## config.mk

```make
export PLATFORM = sky130hd
export DESIGN_NAME = lsd_ctrl
export DESIGN_NICKNAME = d
export VERILOG_FILES = /design/src/verilog/lsd_pkg.sv /design/src/verilog/lsd_source_mux.sv /design/src/verilog/lsd_ctrl.sv
export VERILOG_INCLUDE_DIRS = /design/src /design/src/verilog
export SDC_FILE = /design/constraint.sdc
export NUM_CORES = 1
export LEC_CHECK = 0
export ABC_AREA = 1
export BUFFER_PORTS_ARGS = -buffer_cell sky130_fd_sc_hd__buf_2
export CAP_MARGIN = 20
export CORE_ASPECT_RATIO = 0.6
export CORE_MARGIN = 1
export CORE_UTILIZATION = 43
export CTS_CLUSTER_SIZE = 12
export DETAILED_ROUTE_END_ITERATION = 8
export GPL_ROUTABILITY_DRIVEN = 0
export PLACE_DENSITY = 0.88
export RECOVER_POWER = 50
export SETUP_SLACK_MARGIN = 0.5
export SLEW_MARGIN = 15
export SYNTH_ARGS = -nofsm -noshare
export SYNTH_HDL_FRONTEND = slang
export SYNTH_SLANG_ARGS = --single-unit
```

## constraint.sdc

```tcl
create_clock -name clk_sys -period 1.35 [get_ports clk_sys]
set_input_delay 0.2025 -clock clk_sys [delete_from_list [all_inputs] [get_ports clk_sys]]
set_output_delay 0.2025 -clock clk_sys [all_outputs]
set_load 0.02 [all_outputs]
```

## src/verilog/lsd_defs.svh

```systemverilog
// Register offsets, field positions and reset values of the sink driver control block.
`ifndef LSD_DEFS_SVH
`define LSD_DEFS_SVH
`define LSD_NUM_DRIVERS 2
`define LSD_DATA_IDX 1
`define LSD_CFG_IDX 1
// Printed offsets 0x0 and 0x1 are not both multiples of four, so they are indices.
`define LSD_OFF_DATA_IDX 4'h0
`define LSD_OFF_CFG_IDX 4'h1
`define LSD_ADDR_DATA 12'h000
`define LSD_ADDR_CFG 12'h004
`define LSD_ADDR_SRC 12'h008
`define LSD_CFG_EN_LSB 0
`define LSD_CFG_OLE_LSB 2
`define LSD_DATA_RESET 2'h0
`define LSD_CFG_RESET 4'h0
`define LSD_SRC_RESET 4'h0
`define LSD_SRC_DATA 2'h0
`define LSD_SRC_TIMER 2'h1
`define LSD_SRC_PWM 2'h2
`endif

```

## src/verilog/lsd_pkg.sv

```systemverilog
// Types shared by the sink driver control block.
`default_nettype none
package lsd_pkg;
   typedef enum logic [1:0] {
      LSD_SEL_DATA = 2'b00,
      LSD_SEL_TIMER = 2'b01,
      LSD_SEL_PWM = 2'b10
   } lsd_source_e;
   typedef struct packed {
      logic [1:0] driverOn;
      logic [1:0] driverEnable;
      logic [1:0] openLoadActive;
   } lsd_drive_s;
   typedef logic [1:0] lsd_pair_t;
endpackage : lsd_pkg
`default_nettype wire

```

## src/verilog/lsd_source_mux.sv

```systemverilog
// Per-driver selection of the live control source.
`default_nettype none
`include "lsd_defs.svh"
module lsd_source_mux
   import lsd_pkg::*;
#(
   parameter int NUM = 2
)(
   input wire logic [NUM-1:0] dataBit,
   input wire logic [NUM-1:0] timerBit,
   input wire logic [NUM-1:0] pwmBit,
   input wire logic [2*NUM-1:0] sourceSel,
   output logic [NUM-1:0] liveLevel
);
   genvar g;
   generate
      for (g = 0; g < NUM; g++)
      begin : gSel
         always_comb
         begin
            case (sourceSel[2*g +: 2])
               `LSD_SRC_TIMER: liveLevel[g] = timerBit[g];
               `LSD_SRC_PWM: liveLevel[g] = pwmBit[g];
               default: liveLevel[g] = dataBit[g];
            endcase
         end
      end
   endgenerate
endmodule : lsd_source_mux
`default_nettype wire

```

## src/verilog/lsd_ctrl.sv

```systemverilog
// APB register bank and drive logic for two low-side sink drivers.
// What this block does
// - Each data bit switches its driver when it is the selected source.
// - Writing one to a selected data bit turns that driver on.
// - With enable zero, reading a data bit returns the stored value.
// - With enable one, reading a data bit returns the live selected source.
// - Entering stop mode clears all data bits.
// - Config bits 3..2 enable open-load detection when enabled and not driven.
// - Config bits 1..0 enable each driver's bias.
// - Config register is readable and writable at any time.
// - In stop both drivers are disabled and off; re-enabled after stop.
`default_nettype none
`include "lsd_defs.svh"
module lsd_ctrl
   import lsd_pkg::*;
(
   input wire logic clk_sys,
   input wire logic reset_n,
   input wire logic psel,
   input wire logic penable,
   input wire logic pwrite,
   input wire logic [11:0] paddr,
   input wire logic [31:0] pwdata,
   output logic [31:0] prdata,
   output logic pready,
   output logic pslverr,
   input wire logic stopMode,
   input wire logic [1:0] timerCompareOutput,
   input wire logic [1:0] pwmOutput,
   output lsd_drive_s drive
);
   logic [1:0] sinkDriveData;
   logic [3:0] sinkDriverConfig;
   logic [3:0] sourceSelect;
   logic [1:0] stopSync;
   logic [1:0] timerSync0, timerSync;
   logic [1:0] pwmSync0, pwmSync;
   logic stopPrev;
   logic [1:0] liveLevel;
   logic [1:0] readData;
   logic setupPhase, wrData, wrCfg, wrSrc, hitMapped;
   logic [31:0] next_prdata;

   // Stop and the routed sources come from other logic domains; synchronise them.
   always_ff @(posedge clk_sys or negedge reset_n)
   begin
      if (!reset_n)
      begin
         stopSync <= 2'h0;
         timerSync0 <= 2'h0;
         timerSync <= 2'h0;
         pwmSync0 <= 2'h0;
         pwmSync <= 2'h0;
         stopPrev <= 1'b0;
      end
      else
      begin
         stopSync <= {stopSync[0], stopMode};
         timerSync0 <= timerCompareOutput;
         timerSync <= timerSync0;
         pwmSync0 <= pwmOutput;
         pwmSync <= pwmSync0;
         stopPrev <= stopSync[1];
      end
   end

   // The access phase is answered in its first cycle, so pready is the setup cycle delayed.
   assign setupPhase = psel && !penable;
   assign wrData = psel && penable && pready && pwrite && paddr == `LSD_ADDR_DATA;
   assign wrCfg = psel && penable && pready && pwrite && paddr == `LSD_ADDR_CFG;
   assign wrSrc = psel && penable && pready && pwrite && paddr == `LSD_ADDR_SRC;
   assign hitMapped = paddr == `LSD_ADDR_DATA || paddr == `LSD_ADDR_CFG ||
                      paddr == `LSD_ADDR_SRC;

   always_ff @(posedge clk_sys or negedge reset_n)
   begin
      if (!reset_n)
         sinkDriveData <= `LSD_DATA_RESET;
      else if (stopSync[1] && !stopPrev)
         sinkDriveData <= `LSD_DATA_RESET;
      else if (wrData)
         sinkDriveData <= pwdata[1:0];
   end

   always_ff @(posedge clk_sys or negedge reset_n)
   begin
      if (!reset_n)
         sinkDriverConfig <= `LSD_CFG_RESET;
      else if (wrCfg)
         sinkDriverConfig <= pwdata[3:0];
   end

   always_ff @(posedge clk_sys or negedge reset_n)
   begin
      if (!reset_n)
         sourceSelect <= `LSD_SRC_RESET;
      else if (wrSrc)
         sourceSelect <= pwdata[3:0];
   end

   lsd_source_mux #(
      .NUM(2)
   ) uMux (
      .dataBit(sinkDriveData),
      .timerBit(timerSync),
      .pwmBit(pwmSync),
      .sourceSel(sourceSelect),
      .liveLevel(liveLevel)
   );

   genvar g;
   generate
      for (g = 0; g < 2; g++)
      begin : gRead
         assign readData[g] = sinkDriverConfig[`LSD_CFG_EN_LSB + g] ?
                              liveLevel[g] : sinkDriveData[g];
      end
   endgenerate

   always_comb
   begin
      next_prdata = 32'h0000_0000;
      case (paddr)
         `LSD_ADDR_DATA: next_prdata = {30'h0, readData};
         `LSD_ADDR_CFG: next_prdata = {28'h0, sinkDriverConfig};
         `LSD_ADDR_SRC: next_prdata = {28'h0, sourceSelect};
         default: next_prdata = 32'h0000_0000;
      endcase
   end

   always_ff @(posedge clk_sys or negedge reset_n)
   begin
      if (!reset_n)
      begin
         pready <= 1'b0;
         pslverr <= 1'b0;
         prdata <= 32'h0000_0000;
      end
      else
      begin
         pready <= setupPhase;
         pslverr <= setupPhase && !hitMapped;
         prdata <= setupPhase && !pwrite ? next_prdata : 32'h0000_0000;
      end
   end

   // Stop overrides everything; run-time selection resumes on its own when stop ends.
   always_ff @(posedge clk_sys or negedge reset_n)
   begin
      if (!reset_n)
         drive <= '0;
      else
      begin
         for (int i = 0; i < 2; i++)
         begin
            drive.driverEnable[i] <= sinkDriverConfig[`LSD_CFG_EN_LSB + i] &&
                                     !stopSync[1];
            drive.driverOn[i] <= sinkDriverConfig[`LSD_CFG_EN_LSB + i] &&
                                 !stopSync[1] && liveLevel[i];
            drive.openLoadActive[i] <= sinkDriverConfig[`LSD_CFG_OLE_LSB + i] &&
                                       sinkDriverConfig[`LSD_CFG_EN_LSB + i] &&
                                       !stopSync[1] && !liveLevel[i];
         end
      end
   end
endmodule : lsd_ctrl
`default_nettype wire

```

==> flow_summary.json, run 1 <==
{
  "fin_crit_ns": 1.330,
  "ctsRootBufferMaster": "clkbuf_8",
  "vias": 1205,
  "p_seq_share_pct": 47.7,
  "yosysWarnings": 0,
  "max_freq_ghz": 0.7522,
  "period_share_pct": 98.48,
  "whs_ns": 0.01810,
  "worstPathArrival_ns": 1.50,
  "netlist_instances": 181,
  "leakagePower_nw": 1.094,
  "first_pass_iters": 4,
  "hold_violations": 0,
  "core_area_um2": 3403,
  "crit_type": "register to register",
  "outcome": "complete, no violations",
  "syn-cell-area_um2": 1610,
  "grt_overflow_total": 0,
  "area_growth_pct": 33.64,
  "top_level_ports": 94,
  "hold_class": "input port to register",
  "slew_viol_final": 0,
  "dp.cells": 267,
  "fin_area_um2": 2152,
  "power_switching_mw": 0.5256,
  "path_clk_slew_ns": 0.08,
  "vias_per_cell": 4.350,
  "p_per_area_nw_per_um2": 991.6,
  "clk_path_buf_depth": 2,
  "drt-initial-drc-count": 36,
  "maxSlewHeadroom_pct": 47.55,
  "skew_ns": 0.01195,
  "finalSetupTns_ns": 0,
  "finalPower_mw": 2.134,
  "hpwlAfterDp_um": 2182,
  "placed_cell_area_um2": 1853,
  "final_core_util_pct": 63.24,
  "final_cells": 277,
  "drv_cap": 0,
  "pwr-share-comb_pct": 8.7,
  "wirelength_um": 2985,
  "grt_max_degree": 34,
  "nFillCells": 285,
  "io_buffer_count": 37,
  "p_int_mw": 1.608,
  "insertedDiodeCount": 0,
  "start_util_pct": 47.32,
  "grt_pass1_vias": 1059,
  "endpoint": "prdata[1]$_DFF_PN0_",
  "grt_setup_unrepaired": "yes",
  "cp-start-kind": "register",
  "clkLatencyLatePin_ns": 0.29,
  "cp.required_ns": 1.52,
  "synth.avg_cell_area_um2": 8.897,
  "seq_area_frac_synth_pct": 51.28,
  "r2r_end": "prdata[1]$_DFF_PN0_",
  "rows": 16,
  "setup_ws_ns": 0.02049,
  "synth_cell_types": 18,
  "reg2reg_depth": 6,
  "reg2reg_slack_ns": 0.02,
  "die_area_um2": 4001,
  "pwr-share-clk_pct": 43.6,
  "pre_cts_slack_ns": -0.02097,
  "ir_drop_mv": 0.8911,
  "startpoint": "sourceSelect[3]$_DFFE_PN0P_",
  "swShare_pct": 24.63,
  "grt_pass1_wl_um": 4629,
  "h-tree-depth": 2,
  "mostFrequentLayoutCell": "dfrtp_1",
  "cts_buffers": 5,
  "endpoint_kind": "register",
  "layout.nets": 289,
  "grtUsageTotal_pct": 16.18,
  "wire_per_inst_um": 10.78,
  "final_cell_mix": "dfrtp_1, conb_1, nand2_1, buf_2, inv_1",
  "antenna_left": 0,
  "r2r-start": "sourceSelect[3]$_DFFE_PN0P_",
  "fp.dieH_um": 49.40,
  "cts.sinks": 33,
  "die_x_um": 81,
  "drive_gt1_share_pct": 40.52,
  "antenna_found_initial": 0,
  "drc_errors": 0,
  "tightestPinTransition_ns": 0.7867,
  "synth_seq_cells": 33,
  "cts_tree": "built",
  "cp_max_fo": 4,
  "setup_viol": 0
}
==> cells by family after synthesis <==
| kind of cell | synth area share (%) |
|---|---|
| other | 0.2329 |
| DFF | 51.28 |
| and+or+nand+nor | 21.29 |
| adders and majority gates | 3.108 |
| AOI/OAI and AO/OA | 4.274 |
| buffers and inverters | 19.81 |
==> worst min-delay path by stage <==
stage / startpoint / to / slack, ns / depth (start not counted)
3_5_place_dp: reset_n / prdata[3]$_DFF_PN0_ / 0.25 / 2
5_1_grt: pwmOutput[1] / pwmSync0[1]$_DFF_PN0_ / 0.005 / 1
3_3_place_gp: reset_n / sinkDriverConfig[2]$_DFFE_PN0P_ / 0.24 / 2
4_1_cts: stopMode / stopSync[0]$_DFF_PN0_ / 0.008 / 1
6_report: timerCompareOutput[1] / timerSync0[1]$_DFF_PN0_ / 0.02 / 1
2_1_floorplan: reset_n / drive[0]$_DFF_PN0_ / -0.09 / 0
==> sequential cells by signal (all words and copies together) (netlist names) <==
signal / cells
stopSync: 2
prdata: 4
pwmSync0: 2
timerSync0: 2
timerSync: 2
pslverr: 1
stopPrev: 1
sourceSelect: 4
drive: 6
pready: 1
sinkDriverConfig: 4
pwmSync: 2
sinkDriveData: 2
==> timing repair <==
| action | in CTS | in global routing |
|---|---|---|
| hold buffers | 1 | 0 |
| buffers inserted | 0 | 1 |
| resized for setup | 32 | 21 |
| pin swaps | 13 | 3 |
| endpoints found under the hold margin | 33 | 0 |
| endpoints found under the setup margin | 30 | 31 |
==> power groups by stage <==
stage	Sequential, mW	Clock (mW)	Combinational [mW]
floorplan	1.04	0	0.163
global placement	1.03	0	0.173
detailed placement	1.04	0	0.177
CTS	1.02	0.953	0.186
global route	1.02	0.994	0.203
finish	1.02	0.931	0.185
==> metal layers <==
layer,wire [um],vias up,GRT usage (%)
met1,1319,562,21.38
met4,54,0,8.929
met3,161,7,5.607
met2,1450,31,22.97
li1,-,605,-
met5,0,-,0
==> worst max-delay path: stages (launching register included) <==
cell and delay (ns):
dfrtp_2 0.45, ha_4 0.28, nand2_1 0.09, a21oi_2 0.15
nor2_1 0.05, nor2_1 0.12, nor2_1 0.07
==> cells in the mapped netlist <==
cell / count / area (um^2)
dfrtp_1: 33 / 825.8
nand2_1: 32 / 120.1
buf_4: 28 / 210.2
inv_1: 26 / 97.59
nor2_1: 17 / 63.81
nand3_1: 16 / 80.08
o21ai_0: 10 / 50.05
ha_1: 4 / 50.05
nor2_4: 3 / 33.78
a21oi_1: 2 / 10.01
and3_1: 2 / 12.51
nor3_1: 2 / 10.01
buf_6: 1 / 11.26
conb_1: 1 / 3.750
nand2_2: 1 / 6.260
nand3_2: 1 / 10.01
nand4_1: 1 / 6.260
o21ai_2: 1 / 8.760
==> cell type report <==
cell class	instances	area (um^2)	share of cell area, %
Tap cell	45	56.30	2.616
Clock inverter	3	46.29	2.151
Clock buffer	5	68.82	3.198
Sequential cell	33	829.5	38.55
Timing Repair Buffer	45	340.3	15.81
Multi-Input combinational cell	120	713.2	33.14
Inverter	26	97.59	4.535
Note: power is estimated with default switching activity, not from simulation.
==> run 2, diff against run 1 <==
--- a/config.mk
+++ b/config.mk
@@ -9,7 +9,7 @@
 export ABC_AREA = 1
 export BUFFER_PORTS_ARGS = -buffer_cell sky130_fd_sc_hd__buf_2
 export CAP_MARGIN = 20
-export CORE_ASPECT_RATIO = 0.6
+export CORE_ASPECT_RATIO = 0.75
 export CORE_MARGIN = 1
 export CORE_UTILIZATION = 43
 export CTS_CLUSTER_SIZE = 12
==> run 2 against run 1 <==
Effect of this change:
- hold slack gained 0.0037 ns
- sequential share of layout area shrank 1.3 points
- combinational power grew 2%
- clock-buffer cell count grew 3
- register-to-register slack better by 0.06 ns
- sequential cell count unchanged
- die area is 0.14% lower
- worst setup slack improved by 0.058 ns
==> flow_summary.json, run 2 (synthesis results as in run 1) <==
{
  "outcome": "complete, no violations",
  "h-tree-depth": 2,
  "period_share_pct": 94.19,
  "antenna_left": 0,
  "grt_max_degree": 34,
  "drc_errors": 0,
  "wirelength_um": 3312,
  "clk_path_buf_depth": 2,
  "skew_ns": 0.001764,
  "antenna_found_initial": 0,
  "grtUsageTotal_pct": 16.92,
  "ctsRootBufferMaster": "clkbuf_8",
  "regMostFlops": "drive",
  "pre_cts_slack_ns": -0.007670,
  "drive_gt1_share_pct": 41.35,
  "die_x_um": 72.66,
  "cts_tree": "built",
  "start_util_pct": 47.04,
  "drt-initial-drc-count": 82,
  "path_clk_slew_ns": 0.06,
  "vias_per_cell": 4.279,
  "slew_viol_final": 0,
  "grt_pass1_vias": 1020,
  "top_level_ports": 94,
  "worstPathArrival_ns": 1.45,
  "area_growth_pct": 38.23,
  "p_seq_share_pct": 52.5,
  "clkLatencyLatePin_ns": 0.28,
  "nFillCells": 255,
  "cp-start-kind": "register",
  "ir_drop_mv": 0.4075,
  "cp.required_ns": 1.52,
  "mostFrequentLayoutCell": "dfrtp_1",
  "grt_pass1_wl_um": 4657,
  "wire_per_inst_um": 11.54,
  "largest_reg_flops": 6,
  "pwr-share-clk_pct": 37.8,
  "drv_cap": 0,
  "setup_ws_ns": 0.07840,
  "first_pass_iters": 4,
  "leakagePower_nw": 1.122,
  "pwr-share-comb_pct": 9.7,
  "p_int_mw": 1.475,
  "io_buffer_count": 37,
  "rows": 18,
  "finalSetupTns_ns": 0,
  "die_area_um2": 3996,
  "p_per_area_nw_per_um2": 871.2,
  "fin_crit_ns": 1.272,
  "setup_viol": 0,
  "crit_type": "register to register",
  "swShare_pct": 23.93,
  "max_freq_ghz": 0.7864,
  "cp_max_fo": 2,
  "power_switching_mw": 0.4641,
  "fp.dieH_um": 55.00,
  "final_cell_mix": "dfrtp_1, conb_1, buf_2, nand2_1, inv_1",
  "grt_setup_unrepaired": "yes",
  "hpwlAfterDp_um": 2122,
  "hold_violations": 0,
  "layout.nets": 294,
  "cts_buffers": 5,
  "core_area_um2": 3423,
  "hold_class": "input port to register",
  "vias": 1228,
  "cts.sinks": 33,
  "endpoint_kind": "register",
  "insertedDiodeCount": 0,
  "grt_overflow_total": 0
}
-- run 2: cell type report --
cell class                 count  area, um^2  share of cell area [%]
multi-input combinational    120       740.7                   33.28
inverter                      26       97.59                   4.384
timing repair buffer          50       406.6                   18.27
sequential                    33       828.3                   37.21
tap                           50       62.56                   2.811
clock buffer                   8       90.09                   4.047
-- run 2: stage by stage --
step	instances	util, %	hold WS, ns	power, mW	area, um^2
finish	287	65.02	0.02184	1.939	2226
global route	287	65.02	0.01610	2.015	2226
CTS	286	62.65	0.01657	1.950	2145
detailed placement	269	54.02	0.2350	1.213	1849
global placement	269	54.02	0.2335	1.209	1849
floorplan	208	-	-0.09309	1.201	1775
-- run 2: metal layers --
| metal | GRT usage [%] | up-vias | part of all wire [%] |
|---|---|---|---|
| met2 | 30.06 | 37 | 52 |
| met1 | 18.76 | 569 | 41 |
| met3 | 3.804 | 11 | 3.7 |
| li1 | - | 611 | - |
| met5 | 0 | - | 0 |
| met4 | 11.76 | 0 | 3.5 |
-- run 2: power by group through the flow --
stage / combinational [mW] / sequential (mW) / clock (mW)
3_5_place_dp: 0.179 / 1.03 / 0
2_1_floorplan: 0.163 / 1.04 / 0
6_report: 0.189 / 1.02 / 0.732
3_3_place_gp: 0.175 / 1.03 / 0
5_1_grt: 0.211 / 1.02 / 0.785
4_1_cts: 0.188 / 1.02 / 0.745
-- run 2: repair_timing --
item                                    4_1_cts  5_1_grt
setup buffers                                 8        1
resized for setup                            38       23
hold buffers                                  1        0
endpoints found under the setup margin       28       34
hold endpoints to repair                     33        0
pin swaps                                    20       20
cloned                                        0        0
-- run 2: critical path, cell delays in order, from the launching register on --
cell     delay, ns
dfrtp_1       0.41
buf_6         0.13
ha_2          0.17
nand2_1       0.07
nand3_2       0.08
a21oi_2       0.12
nor2_1        0.05
nor2_1        0.09
nor2_1        0.05
-- run 2: worst paths after layout --
kind                                                  start                           to  slack (ns)  cells past startpoint
worst max-delay path            sourceSelect[0]$_DFFE_PN0P_          prdata[0]$_DFF_PN0_        0.08                      8
worst min-delay path                           pwmOutput[0]        pwmSync0[0]$_DFF_PN0_        0.02                      1
worst max register to register  sourceSelect[0]$_DFFE_PN0P_          prdata[0]$_DFF_PN0_        0.08                      8
worst min register to register        pwmSync0[1]$_DFF_PN0_         pwmSync[1]$_DFF_PN0_        0.35                      0
max in group asynchronous                           reset_n  sourceSelect[3]$_DFFE_PN0P_        0.68                      3
min in group asynchronous                           reset_n           stopPrev$_DFF_PN0_        0.43                      3
==> run 3, diff against run 2 <==
--- a/config.mk
+++ b/config.mk
@@ -21,4 +21,5 @@
 export SLEW_MARGIN = 15
 export SYNTH_ARGS = -nofsm -noshare
 export SYNTH_HDL_FRONTEND = slang
+export SYNTH_HIERARCHICAL = 1
 export SYNTH_SLANG_ARGS = --single-unit
==> run 3 against run 2 <==
Effect of this change:
- the flow now finishes with violations (negative setup slack)
- global-route usage up 0.98 points
- sequential power about the same
- via count up 2.9%
- die area rose by 0.16%
- non-clock buffer count is 7 higher
- sequential share of layout area rose by 1.1 points
- clock power increased by 10%
- total power grew 3.1%
==> flow_summary.json, run 3 <==
{
  "outcome": "finished, violations left",
  "failed_checks": "negative setup slack",
  "seqCellArea_um2": 828.3,
  "drc_errors": 0,
  "finalSetupTns_ns": -0.01075,
  "mostFrequentLayoutCell": "nand2_1",
  "swShare_pct": 24.23,
  "dp.cells": 276,
  "synth_seq_cells": 33,
  "skew_ns": 0.004514,
  "whs_ns": 0.01624,
  "path_clk_slew_ns": 0.06,
  "holdPathStages": 1,
  "synth_edf_count": 0,
  "start_util_pct": 47.11,
  "vias": 1263,
  "placed_cell_area_um2": 1822,
  "vias_per_cell": 4.281,
  "nFillCells": 288,
  "slew_viol_final": 0,
  "largest_reg_flops": 6,
  "hold_violations": 0,
  "async_flop_share_pct": 100.0,
  "final_cell_mix": "nand2_1, dfrtp_1, conb_1, buf_2, inv_1",
  "antenna_left": 0,
  "cp-start-kind": "register",
  "setup_viol": 1,
  "final_cells": 295,
  "cts_tree": "built",
  "ctsRootBufferMaster": "clkbuf_8",
  "top_level_ports": 94,
  "cp_slowest_cell": "dfrtp_1",
  "pwr-share-comb_pct": 8.8,
  "drive_gt1_share_pct": 37.96,
  "core_area_um2": 3423,
  "synth.avg_cell_area_um2": 8.862,
  "pwr-share-clk_pct": 40.3,
  "antenna_found_initial": 0,
  "maxSlewHeadroom_pct": 48.40,
  "synth_most_common_cell": "nand2_1",
  "grtUsageTotal_pct": 17.90,
  "tightestPinTransition_ns": 0.7740,
  "clk_path_buf_depth": 2,
  "area_growth_pct": 33.98,
  "die_x_um": 72.72,
  "grt_overflow_total": 0,
  "endpoint_kind": "register",
  "fin_area_um2": 2161,
  "crit_type": "register to register",
  "clkLatencyLatePin_ns": 0.29,
  "ys.flop_type": "dfrtp_1",
  "syn-cell-area_um2": 1613,
  "hold_class": "input port to register",
  "h-tree-depth": 2,
  "yosysWarnings": 6,
  "p_int_mw": 1.514,
  "io_buffer_count": 37,
  "cp.depth": 11,
  "crit_chain": "inv_1 > ha_1 > inv_1 > nand2_1 > nand2_2 > inv_2 > o21ai_2 > nand3_1 > nand3_1 > nand2_1 > inv_1",
  "drt-initial-drc-count": 49,
  "setup_ws_ns": -0.01075,
  "grt_pass1_wl_um": 5037,
  "worstPathArrival_ns": 1.59,
  "reg2reg_depth": 11,
  "power_switching_mw": 0.4841,
  "regMostFlops": "drive",
  "wirelength_um": 3129,
  "synth_cell_types": 17,
  "ir_drop_mv": 0.6304,
  "p_seq_share_pct": 50.9,
  "grt_pass1_vias": 1180,
  "hpwlAfterDp_um": 2009,
  "grt_setup_unrepaired": "yes",
  "grt_max_degree": 34,
  "cp.required_ns": 1.58,
  "layout.nets": 302,
  "cp_num_buf_inv": 4,
  "cp_max_fo": 3,
  "fp.dieH_um": 55.04,
  "insertedDiodeCount": 0,
  "max_stage_delay_ns": 0.38,
  "cp_common_cell": "inv_1",
  "seq_area_frac_synth_pct": 51.20,
  "synth_top_area_cell": "dfrtp_1",
  "rows": 18,
  "fin_crit_ns": 1.361,
  "cts.sinks": 33,
  "cpLargestDelayFamily": "flip-flops",
  "multi_input_area_um2": 636.9,
  "final_core_util_pct": 63.12,
  "wire_per_inst_um": 10.61,
  "cts_buffers": 5,
  "netlist_instances": 182,
  "yosys-top-cells-count": "nand2_1, dfrtp_1, buf_4, inv_1, nand3_1",
  "p_per_area_nw_per_um2": 924.9,
  "max_freq_ghz": 0.7349,
  "leakagePower_nw": 1.178,
  "yosys.area.top_type_share_pct": 51.20,
  "period_share_pct": 100.8,
  "first_pass_iters": 4,
  "synthTopCellsByArea": "dfrtp_1, buf_4, nand2_1",
  "drv_cap": 0,
  "die_area_um2": 4002
}
==> run 3: power by group through the flow <==
| stage | Sequential [mW] | Combinational, mW | Clock, mW |
|---|---|---|---|
| 6_report | 1.02 | 0.176 | 0.805 |
| 2_1_floorplan | 1.04 | 0.159 | 0 |
| 5_1_grt | 1.02 | 0.200 | 0.879 |
| 3_5_place_dp | 1.03 | 0.166 | 0 |
| 4_1_cts | 1.02 | 0.175 | 0.818 |
| 3_3_place_gp | 1.03 | 0.163 | 0 |
==> run 3: stage by stage <==
step           worst slack (ns)  total power [mW]
2_1_floorplan           0.07654             1.196
3_3_place_gp           -0.03898             1.196
3_5_place_dp           -0.07427             1.201
4_1_cts                -0.02715             2.012
5_1_grt                 -0.1138             2.098
6_report               -0.01075             1.998
==> run 3: worst paths after layout <==
| kind | startpoint | endpoint | slack, ns |
|---|---|---|---|
| worst max-delay path | sourceSelect[0]$_DFFE_PN0P_ | prdata[0]$_DFF_PN0_ | -0.01 |
| worst min-delay path | pwmOutput[1] | pwmSync0[1]$_DFF_PN0_ | 0.02 |
| worst max register to register | sourceSelect[0]$_DFFE_PN0P_ | prdata[0]$_DFF_PN0_ | -0.01 |
| worst min register to register | pwmSync0[0]$_DFF_PN0_ | pwmSync[0]$_DFF_PN0_ | 0.35 |
| max in group asynchronous | reset_n | sourceSelect[3]$_DFFE_PN0P_ | 0.20 |
| min in group asynchronous | reset_n | pslverr$_DFF_PN0_ | 0.61 |
==> run 3: area by class of cell <==
cell class / instances / share of cell area [%]
Timing Repair Buffer: 57 / 19.75
Clock inverter: 1 / 0.2316
Tap cell: 50 / 2.895
Clock buffer: 7 / 4.459
Multi-Input combinational cell: 119 / 29.47
Inverter: 28 / 4.864
Sequential cell: 33 / 38.33
==> run 3: cells by family (layout without fill, tap and decap cells) <==
family,after synthesis,count (layout),share of synthesized area [%]
AOI/OAI and AO/OA,11,11,3.413
adders and majority gates,4,4,3.103
DFF,33,33,51.20
other,1,28,0.2325
and+or+nand+nor,76,76,21.80
buffers and inverters,57,93,20.25
==> run 3: what timing repair did <==
action	4_1_cts	5_1_grt
pin swaps	9	8
hold endpoints to repair	33	0
cloned	0	1
hold buffers	1	0
endpoints found under the setup margin	30	63
setup buffers	6	3
gates resized for setup	38	11
==> run 3: routing by layer <==
layer | vias to the layer above | GRT usage [%] | part of all wire, %
met2 | 52 | 31.93 | 51
met3 | 15 | 5.978 | 6.5
met5 | - | 0 | 0
met1 | 571 | 19.08 | 39
li1 | 625 | - | -
met4 | 0 | 10.78 | 3.6
